<file path="src/dtc_pkg.sv">
`default_nettype none
package dtc_pkg;

  // ******************************************************
  // Register map
  // ******************************************************
  localparam logic [1:0][7:0] DTC_BASE = {8'hea, 8'hca};
  localparam logic [7:0] DTC_OFS_CNT = 8'h00;
  localparam logic [7:0] DTC_OFS_CTL = 8'h01;
  localparam logic [7:0] DTC_OFS_CCTL0 = 8'h02;
  localparam logic [7:0] DTC_OFS_CC0 = 8'h03;
  localparam logic [7:0] DTC_OFS_CCTL1 = 8'h04;
  localparam logic [7:0] DTC_OFS_CC1 = 8'h05;
  localparam logic [7:0] DTC_ADDR_FLAGS = 8'hd8;
  localparam logic [7:0] DTC_ADDR_IEN = 8'hd9;

  // ******************************************************
  // Field positions
  // ******************************************************
  localparam int DTC_CTL_DIV_LSB = 5;
  localparam int DTC_CTL_START = 4;
  localparam int DTC_CTL_OVERFLOW_IRQ_MASK = 3;
  localparam int DTC_CTL_CLR = 2;
  localparam int DTC_CCTL_IM = 6;
  localparam int DTC_CCTL_CMP_LSB = 3;
  localparam int DTC_CCTL_OE = 2;

  // ******************************************************
  // Encodings and reset values
  // ******************************************************
  localparam logic [1:0] DTC_MODE_FREE = 2'h0;
  localparam logic [1:0] DTC_MODE_DOWN = 2'h1;
  localparam logic [1:0] DTC_MODE_MOD = 2'h2;
  localparam logic [1:0] DTC_MODE_UPDN = 2'h3;
  localparam logic [2:0] DTC_ACT_SET = 3'h0;
  localparam logic [2:0] DTC_ACT_CLR = 3'h1;
  localparam logic [2:0] DTC_ACT_TGL = 3'h2;
  localparam logic [2:0] DTC_ACT_SETUP = 3'h3;
  localparam logic [2:0] DTC_ACT_CLRUP = 3'h4;
  localparam logic [2:0] DTC_ACT_SETFF = 3'h5;
  localparam logic [7:0] DTC_CTL_RST = 8'h08;
  localparam logic [6:0] DTC_CCTL_RST = 7'h40;
  localparam logic [4:0] DTC_IRQ_NUM_T3 = 5'h0b;
  localparam logic [4:0] DTC_IRQ_NUM_T4 = 5'h0c;

  // ******************************************************
  // Types
  // ******************************************************
  typedef struct packed {
    logic wr;
    logic rd;
    logic [7:0] addr;
    logic [7:0] wdata;
  } dtc_sfr_t;

  typedef struct packed {
    logic [7:0] cnt;
    logic [6:0] presc;
    logic dir;
    logic [2:0] div;
    logic start;
    logic overflow_irq_mask;
    logic [1:0] mode;
    logic [7:0] cc0_buf;
    logic [7:0] cc0_act;
    logic [7:0] cc1;
    logic [1:0][6:0] cctl;
    logic [1:0] pin;
  } dtc_tmr_t;

  typedef struct packed {
    dtc_tmr_t [1:0] tmr;
    logic [5:0] flags;
    logic [1:0] ien;
    logic [1:0] cpuf;
    logic [1:0] irq;
    logic [7:0] rdata;
    logic [3:0] dma;
  } dtc_st_t;

  localparam dtc_tmr_t DTC_TMR_RST = '{cnt: 8'h00, presc: 7'h00, dir: 1'b0,
    div: DTC_CTL_RST[7:5], start: DTC_CTL_RST[4], overflow_irq_mask: DTC_CTL_RST[3], mode: DTC_CTL_RST[1:0],
    cc0_buf: 8'h00, cc0_act: 8'h00, cc1: 8'h00, cctl: {2{DTC_CCTL_RST}}, pin: 2'h0};
  localparam dtc_st_t DTC_ST_RST = '{tmr: {2{DTC_TMR_RST}}, flags: 6'h00, ien: 2'h0,
    cpuf: 2'h0, irq: 2'h0, rdata: 8'h00, dma: 4'h0};

endpackage : dtc_pkg
`default_nettype wire

</file>
<file path="src/dtc_timer_pair.sv">
// What this block does
// - Two timers, two compare pins each
// - 8-bit count steps only on active edges
// - Prescaler divides tick by 1 to 128
// - Count readable anytime, resets to zero
// - Clear bit zeroes counter, never stored
// - Start runs counter, stop freezes it
// - Free-run wraps 0xFF to zero, flags
// - Modulo counts to channel-0 value, flags
// - Down loads channel-0 value, holds zero
// - Up/down bounces between zero and top
// - Overflow raises CPU flag only if masked
// - Compare mode drives pin, compares running
// - Match sets, clears or toggles pin
// - Compare pins change glitch-free
// - Channel-0 value loads at zero; channel-1 immediate
// - Match sets channel flag; masked CPU flag
// - Up/down: channel-0 and overflow at zero
// - Flags set regardless of masks
// - Enabling mask on set flag requests again
// - One vector per timer, 11 and 12
// - Each channel pulses its DMA trigger
// - Mode codes: free, down, modulo, up/down
// - Prescale codes apply immediately
// - Action codes: set, clear, toggle, PWM
`timescale 1ns/1ps
`default_nettype none
module dtc_timer_pair (
  input wire logic clock,
  input wire logic srst,
  input wire logic tick_en,
  input wire dtc_pkg::dtc_sfr_t sfr,
  output logic [7:0] sfr_rdata,
  output logic [3:0] cmp_pin_out,
  output logic [3:0] cmp_pin_oe,
  output logic dma_trig_t3c0,
  output logic dma_trig_t3c1,
  output logic dma_trig_t4c0,
  output logic dma_trig_t4c1,
  output logic [1:0] cpu_timer_flag,
  output logic [1:0] timer_irq_req
);

  dtc_pkg::dtc_st_t st_ff;
  dtc_pkg::dtc_st_t nxt_st;
  logic [1:0] tick_w;

  // ******************************************************
  // Prescaler edges
  // ******************************************************
  always_comb begin
    for (int t = 0; t < 2; t++) begin
      tick_w[t] = tick_en && ((st_ff.tmr[t].presc & (7'h7f >> (3'h7 - st_ff.tmr[t].div))) == 7'h00);
    end
  end

  // ******************************************************
  // Next state
  // ******************************************************
  always_comb begin
    logic [7:0] cn;
    logic dn;
    logic ovf;
    logic [1:0] mt;
    logic [1:0] zf;
    logic [7:0] top;
    logic [7:0] cv;
    logic [2:0] act;
    logic [7:0] base;
    logic [5:0] setm;
    logic [7:0] rd;
    cn = 8'h00;
    dn = 1'b0;
    ovf = 1'b0;
    mt = 2'h0;
    zf = 2'h0;
    top = 8'h00;
    cv = 8'h00;
    act = 3'h0;
    base = 8'h00;
    setm = 6'h00;
    rd = 8'h00;
    nxt_st = st_ff;
    nxt_st.dma = 4'h0;
    for (int t = 0; t < 2; t++) begin
      base = dtc_pkg::DTC_BASE[t];
      top = st_ff.tmr[t].cc0_act;
      cn = st_ff.tmr[t].cnt;
      dn = st_ff.tmr[t].dir;
      ovf = 1'b0;
      mt = 2'h0;
      if (tick_en) begin
        nxt_st.tmr[t].presc = st_ff.tmr[t].presc + 7'h01;
      end
      if (st_ff.tmr[t].start && tick_w[t]) begin
        case (st_ff.tmr[t].mode)
          dtc_pkg::DTC_MODE_FREE: begin
            cn = st_ff.tmr[t].cnt + 8'h01;
            ovf = (cn == 8'hff);
          end
          dtc_pkg::DTC_MODE_DOWN: begin
            if (st_ff.tmr[t].cnt != 8'h00) begin
              cn = st_ff.tmr[t].cnt - 8'h01;
              ovf = (cn == 8'h00);
            end
          end
          dtc_pkg::DTC_MODE_MOD: begin
            cn = (st_ff.tmr[t].cnt >= top) ? 8'h00 : st_ff.tmr[t].cnt + 8'h01;
            ovf = (cn == top);
          end
          default: begin
            dn = st_ff.tmr[t].dir || (st_ff.tmr[t].cnt >= top);
            cn = dn ? ((st_ff.tmr[t].cnt == 8'h00) ? 8'h00 : st_ff.tmr[t].cnt - 8'h01) : st_ff.tmr[t].cnt + 8'h01;
            ovf = (cn == 8'h00);
            nxt_st.tmr[t].dir = (cn == 8'h00) ? 1'b0 : ((cn >= top) ? 1'b1 : dn);
          end
        endcase
        for (int c = 0; c < 2; c++) begin
          cv = (c == 0) ? top : st_ff.tmr[t].cc1;
          mt[c] = (cn == cv);
          act = st_ff.tmr[t].cctl[c][dtc_pkg::DTC_CCTL_CMP_LSB +: 3];
          if (st_ff.tmr[t].cctl[c][dtc_pkg::DTC_CCTL_OE]) begin
            case (act)
              dtc_pkg::DTC_ACT_SET: begin
                if (mt[c]) nxt_st.tmr[t].pin[c] = 1'b1;
              end
              dtc_pkg::DTC_ACT_CLR: begin
                if (mt[c]) nxt_st.tmr[t].pin[c] = 1'b0;
              end
              dtc_pkg::DTC_ACT_TGL: begin
                if (mt[c]) nxt_st.tmr[t].pin[c] = ~st_ff.tmr[t].pin[c];
              end
              dtc_pkg::DTC_ACT_SETUP, dtc_pkg::DTC_ACT_CLRUP: begin
                if (st_ff.tmr[t].mode == dtc_pkg::DTC_MODE_UPDN) begin
                  if (mt[c]) nxt_st.tmr[t].pin[c] = (act == dtc_pkg::DTC_ACT_SETUP) ^ dn;
                end else if (mt[c]) begin
                  nxt_st.tmr[t].pin[c] = (act == dtc_pkg::DTC_ACT_SETUP);
                end else if (cn == 8'h00) begin
                  nxt_st.tmr[t].pin[c] = (act != dtc_pkg::DTC_ACT_SETUP);
                end
              end
              dtc_pkg::DTC_ACT_SETFF: begin
                if (mt[c]) nxt_st.tmr[t].pin[c] = 1'b1;
                else if (cn == 8'hff) nxt_st.tmr[t].pin[c] = 1'b0;
              end
              default: begin
                nxt_st.tmr[t].pin[c] = st_ff.tmr[t].pin[c];
              end
            endcase
          end
        end
        nxt_st.tmr[t].cnt = cn;
      end
      zf[0] = (st_ff.tmr[t].mode == dtc_pkg::DTC_MODE_UPDN) ? ovf : mt[0];
      zf[1] = mt[1];
      setm[t*3 +: 3] = {zf[1], zf[0], ovf};
      nxt_st.dma[t*2 +: 2] = mt;
      if (sfr.wr) begin
        if (sfr.addr == base + dtc_pkg::DTC_OFS_CTL) begin
          nxt_st.tmr[t].div = sfr.wdata[dtc_pkg::DTC_CTL_DIV_LSB +: 3];
          nxt_st.tmr[t].start = sfr.wdata[dtc_pkg::DTC_CTL_START];
          nxt_st.tmr[t].overflow_irq_mask = sfr.wdata[dtc_pkg::DTC_CTL_OVERFLOW_IRQ_MASK];
          nxt_st.tmr[t].mode = sfr.wdata[1:0];
          if (sfr.wdata[dtc_pkg::DTC_CTL_START] && !st_ff.tmr[t].start && sfr.wdata[1:0] == dtc_pkg::DTC_MODE_DOWN) begin
            nxt_st.tmr[t].cnt = st_ff.tmr[t].cc0_buf;
          end
          if (sfr.wdata[dtc_pkg::DTC_CTL_CLR]) begin
            nxt_st.tmr[t].cnt = 8'h00;
            nxt_st.tmr[t].dir = 1'b0;
          end
        end
        if (sfr.addr == base + dtc_pkg::DTC_OFS_CCTL0) nxt_st.tmr[t].cctl[0] = sfr.wdata[6:0];
        if (sfr.addr == base + dtc_pkg::DTC_OFS_CCTL1) nxt_st.tmr[t].cctl[1] = sfr.wdata[6:0];
        if (sfr.addr == base + dtc_pkg::DTC_OFS_CC0) nxt_st.tmr[t].cc0_buf = sfr.wdata;
        if (sfr.addr == base + dtc_pkg::DTC_OFS_CC1) nxt_st.tmr[t].cc1 = sfr.wdata;
      end
      if (st_ff.tmr[t].cnt == 8'h00) begin
        nxt_st.tmr[t].cc0_act = nxt_st.tmr[t].cc0_buf;
      end
      if (sfr.rd) begin
        if (sfr.addr == base + dtc_pkg::DTC_OFS_CNT) rd = st_ff.tmr[t].cnt;
        if (sfr.addr == base + dtc_pkg::DTC_OFS_CTL) begin
          rd = {st_ff.tmr[t].div, st_ff.tmr[t].start, st_ff.tmr[t].overflow_irq_mask, 1'b0, st_ff.tmr[t].mode};
        end
        if (sfr.addr == base + dtc_pkg::DTC_OFS_CCTL0) rd = {1'b0, st_ff.tmr[t].cctl[0]};
        if (sfr.addr == base + dtc_pkg::DTC_OFS_CCTL1) rd = {1'b0, st_ff.tmr[t].cctl[1]};
        if (sfr.addr == base + dtc_pkg::DTC_OFS_CC0) rd = st_ff.tmr[t].cc0_buf;
        if (sfr.addr == base + dtc_pkg::DTC_OFS_CC1) rd = st_ff.tmr[t].cc1;
      end
    end
    // Flags: write zero clears, hardware set wins
    nxt_st.flags = st_ff.flags;
    if (sfr.wr && sfr.addr == dtc_pkg::DTC_ADDR_FLAGS) begin
      nxt_st.flags = st_ff.flags & sfr.wdata[5:0];
    end
    nxt_st.flags = nxt_st.flags | setm;
    if (sfr.wr && sfr.addr == dtc_pkg::DTC_ADDR_IEN) begin
      nxt_st.ien = sfr.wdata[1:0];
    end
    if (sfr.rd && sfr.addr == dtc_pkg::DTC_ADDR_FLAGS) rd = {2'h0, st_ff.flags};
    if (sfr.rd && sfr.addr == dtc_pkg::DTC_ADDR_IEN) rd = {6'h00, st_ff.ien};
    if (sfr.rd) nxt_st.rdata = rd;
    for (int t = 0; t < 2; t++) begin
      nxt_st.cpuf[t] = |(nxt_st.flags[t*3 +: 3] & {nxt_st.tmr[t].cctl[1][dtc_pkg::DTC_CCTL_IM],
        nxt_st.tmr[t].cctl[0][dtc_pkg::DTC_CCTL_IM], nxt_st.tmr[t].overflow_irq_mask});
      nxt_st.irq[t] = nxt_st.cpuf[t] && nxt_st.ien[t];
    end
  end

  always_ff @(posedge clock) begin
    if (srst) begin
      st_ff <= dtc_pkg::DTC_ST_RST;
    end else begin
      st_ff <= nxt_st;
    end
  end

  // ******************************************************
  // Outputs
  // ******************************************************
  assign sfr_rdata = st_ff.rdata;
  assign cmp_pin_out = {st_ff.tmr[1].pin, st_ff.tmr[0].pin};
  assign cmp_pin_oe = {st_ff.tmr[1].cctl[1][dtc_pkg::DTC_CCTL_OE], st_ff.tmr[1].cctl[0][dtc_pkg::DTC_CCTL_OE],
    st_ff.tmr[0].cctl[1][dtc_pkg::DTC_CCTL_OE], st_ff.tmr[0].cctl[0][dtc_pkg::DTC_CCTL_OE]};
  assign dma_trig_t3c0 = st_ff.dma[0];
  assign dma_trig_t3c1 = st_ff.dma[1];
  assign dma_trig_t4c0 = st_ff.dma[2];
  assign dma_trig_t4c1 = st_ff.dma[3];
  assign cpu_timer_flag = st_ff.cpuf;
  assign timer_irq_req = st_ff.irq;

  logic wr_ctl0;
  logic wr_flags;
  assign wr_ctl0 = sfr.wr && sfr.addr == dtc_pkg::DTC_BASE[0] + dtc_pkg::DTC_OFS_CTL;
  assign wr_flags = sfr.wr && sfr.addr == dtc_pkg::DTC_ADDR_FLAGS;
endmodule : dtc_timer_pair
`default_nettype wire

</file>
<file path="config.mk">
export PLATFORM = sky130hd
export DESIGN_NAME = dtc_timer_pair
export DESIGN_NICKNAME = d
export VERILOG_FILES = /design/src/dtc_pkg.sv /design/src/dtc_timer_pair.sv
export SDC_FILE = /design/constraint.sdc
export NUM_CORES = 1
export LEC_CHECK = 0
export ABC_AREA = 1
export BUFFER_PORTS_ARGS = -buffer_cell sky130_fd_sc_hd__buf_2
export CAP_MARGIN = 30
export CORE_AREA = 3 3 170 172
export DETAILED_ROUTE_END_ITERATION = 16
export DIE_AREA = 0 0 173 175
export SLEW_MARGIN = 10
export SYNTH_ARGS = -nofsm -noshare
export SYNTH_HDL_FRONTEND = slang
export SYNTH_SLANG_ARGS = --single-unit
</file>
<file path="constraint.sdc">
create_clock -name clock -period 4.4 [get_ports clock]
set_input_delay 0.22 -clock clock [delete_from_list [all_inputs] [get_ports clock]]
set_output_delay 0.22 -clock clock [all_outputs]
set_load 0.005 [all_outputs]
</file>
==> results.yml <==
clocking:
  clock_insertion_delay_worst_skew_ns: 0.44
  cts_tree: "done"
  cts_buffers: 17
  cts-htree-levels: 4
  postCtsSetupRepairBufs: 0
  cts_max_path_buffers: 2
  clkTransAtPathRegs_ns: 0.07
  post_cts_resized: 0
  cts_sinks: 150
  cts-root-buf: "clkbuf_16"
  cts_hold_buf: 0
placement:
  port_buffers: 44
  dpl_cell_area_mm2: 0.0114
  gp_congestion: 0.968
  dp_cells: 2130
  hpwl_mm: 30.9
floorplan:
  dieArea_mm2: 0.0303
  ios: 45
  initial_core_util: 0.398
  rows: 61
  die_y_um: 175
  fp.coreArea_mm2: 0.0276
  die_w_um: 173
critical_path:
  startpoint_type: "flip-flop"
  critPathMaxFanout: 14
  cp.arrival_ns: 3.96
  r2r-start: "st_ff[54]"
  crit_start: "st_ff[54]"
  critical_path_class: "reg2reg"
  cp-end-kind: "flip-flop"
  critPathRequiredTime_ns: 4.72
status:
  status: "completed"
sta:
  hold_ws_ns: 0.170
  report.final.slew_viol_count: 0
  tightest_slew_ns: 0.805
  fin_crit_sh: 0.827
  fmax_mhz: 275
  clock_skew_ns: 0.0137
  setup_viol: 0
  slew-limit-headroom: 0.462
  period_needed_ns: 3.64
  finalSetupTns_ns: 0
  finalHoldViolCount: 0
  rsz0062_at_grt: "false"
synth:
  yosysUniqueCellTypes: 58
  synthFlopType: "dfxtp_1"
  synth_area_leader_cell: "dfxtp_1"
  synth_seq_cells: 150
  synth_edf_count: 0
  synth-async-reset-ratio: 0
  synth_common_cells: "nand2_1 (462), inv_1 (236), o21ai_0 (151)"
  synth.area.top_cells: "dfxtp_1 (27%), nand2_1 (16%), inv_1 (8.1%)"
  synth_warnings: 0
  syn_area_mm2: 0.0110
  yosysMostFrequentCell: "nand2_1"
  avgSynthCellArea_um2: 6.25
  synth-seq-area-share: 0.273
  synth_nets: 1822
  synth_top_cell_area_share: 0.273
  synth_cells: 1756
cells_and_area:
  fillers: 3014
  drive_above_1_share: 0.0942
  syn_to_final_growth_pct: 9.06
  diodes: 0
  fin_cells: 2162
  fin_util: 0.434
  fin_nets: 1837
  fin_area_mm2: 0.0120
global_routing:
  grt_max_degree: 52
  antenna_found_initial: 0
  grt_pass1_wl_mm: 61.1
  grt-ovfl-total: 0
  grt_pass1_vias: 10900
  grt_usage: 0.256
route:
  via_per_inst: 5.50
  drc_errors: 0
  wl_mm: 39.8
  drt_iter0_drc: 1252
  postRouteAntennaNets: 0
  wl_per_cell_um: 18.4
  dr.pass1.iters: 5
  vias: 11900
power:
  vdd_ir_drop_max_v: 0.000225
  p_leak_nw: 5.65
  cellPowerDensity_mw_per_mm2: 247
worst_hold_path:
  hp-class: "in2reg"
  hold_start: "sfr[6]"
flow_run:
  drv_cap: 0
[final timing paths]
kind | to | slack, ns | depth (start not counted)
setup / recovery | st_ff[71] | 0.76 | 20
hold / removal | st_ff[109] | 0.17 | 3
setup reg to reg | st_ff[71] | 0.76 | 20
hold reg to reg | st_ff[141] | 0.45 | 1
[registers in the layout, summed over array words and instances, names as in the netlist]
name            cells
st_ff             126
sfr_rdata           8
cmp_pin_oe          4
cmp_pin_out         4
cpu_timer_flag      2
timer_irq_req       2
dma_trig_t3c0       1
dma_trig_t3c1       1
dma_trig_t4c0       1
dma_trig_t4c1       1
[placed cells by master, fill, tap and decap left out, types with 15 or more instances in the layout]
cell type  count
buf_2         45
nand4_1       32
o21ai_0      151
buf_4         20
a221oi_1      17
ha_1          45
nand3_1      115
nor2_1       132
o21ai_1       15
clkbuf_16     17
o211ai_1      24
dfxtp_1      150
inv_1        235
nor3_1        32
nand2_1      462
a21oi_1      123
[metrics by stage]
step	total power [W]	setup slack, ns
CTS	0.00296	0.730
floorplan	0.00149	1.20
detailed placement	0.00155	0.752
finish	0.00296	0.763
global route	0.00304	0.362
global placement	0.00155	0.762
[critical path, cell delays in order (launching register included)]
cell and delay [ns]:
dfxtp_1 0.42, inv_1 0.16, ha_1 0.31, nand2_1 0.12, inv_1 0.08, a21boi_2 0.15, nand4_1 0.36, buf_4 0.32
o21ai_1 0.19, inv_1 0.09, ha_1 0.27, o21a_1 0.10, o21a_1 0.16, o21ai_0 0.15, nand2_1 0.07, a21oi_1 0.13
nor2_1 0.05, o21ai_0 0.14, a21oi_1 0.08, a22oi_1 0.14, nor2_1 0.05
[layer usage]
| metal | wire length [µm] | vias to the layer above | track usage |
|---|---|---|---|
| met5 | 0 | - | 0 |
| met4 | 1390 | 0 | 0.0919 |
| met3 | 2940 | 99 | 0.0435 |
| met2 | 18000 | 511 | 0.423 |
| met1 | 17400 | 5470 | 0.337 |
| li1 | - | 5809 | - |
[report_power, final]
| part | switching [W] | internal, W | leakage, nW |
|---|---|---|---|
| clock network | 0.000686 | 0.000750 | 0.275 |
| logic | 0.000115 | 0.0000378 | 4.17 |
| registers | 0.00000610 | 0.00136 | 1.21 |
| total | 0.000807 | 0.00215 | 5.65 |
[cell families (layout without fill, tap and decap cells)]
kind of cell,after synthesis,count (layout),synth area share
buffers and inverters,322,350,0.126
adder cells (fa/ha/maj),45,45,0.0513
AO/OA/AOI/OAI,381,381,0.198
flip-flops,150,150,0.273
AND/OR/NAND/NOR,840,840,0.337
XOR/XNOR,16,16,0.0128
multiplexers,2,2,0.00182
[final cells by class]
type | count | area (µm²) | share of cell area
flip-flops and latches | 150 | 3000 | 0.251
multi-input cells | 1284 | 6600 | 0.551
clock inverters | 14 | 136 | 0.0114
inverters | 253 | 963 | 0.0804
well taps | 378 | 473 | 0.0395
clock buffers | 18 | 429 | 0.0358
repair buffers | 65 | 375 | 0.0313
Note: power is estimated with default switching activity, not from simulation.
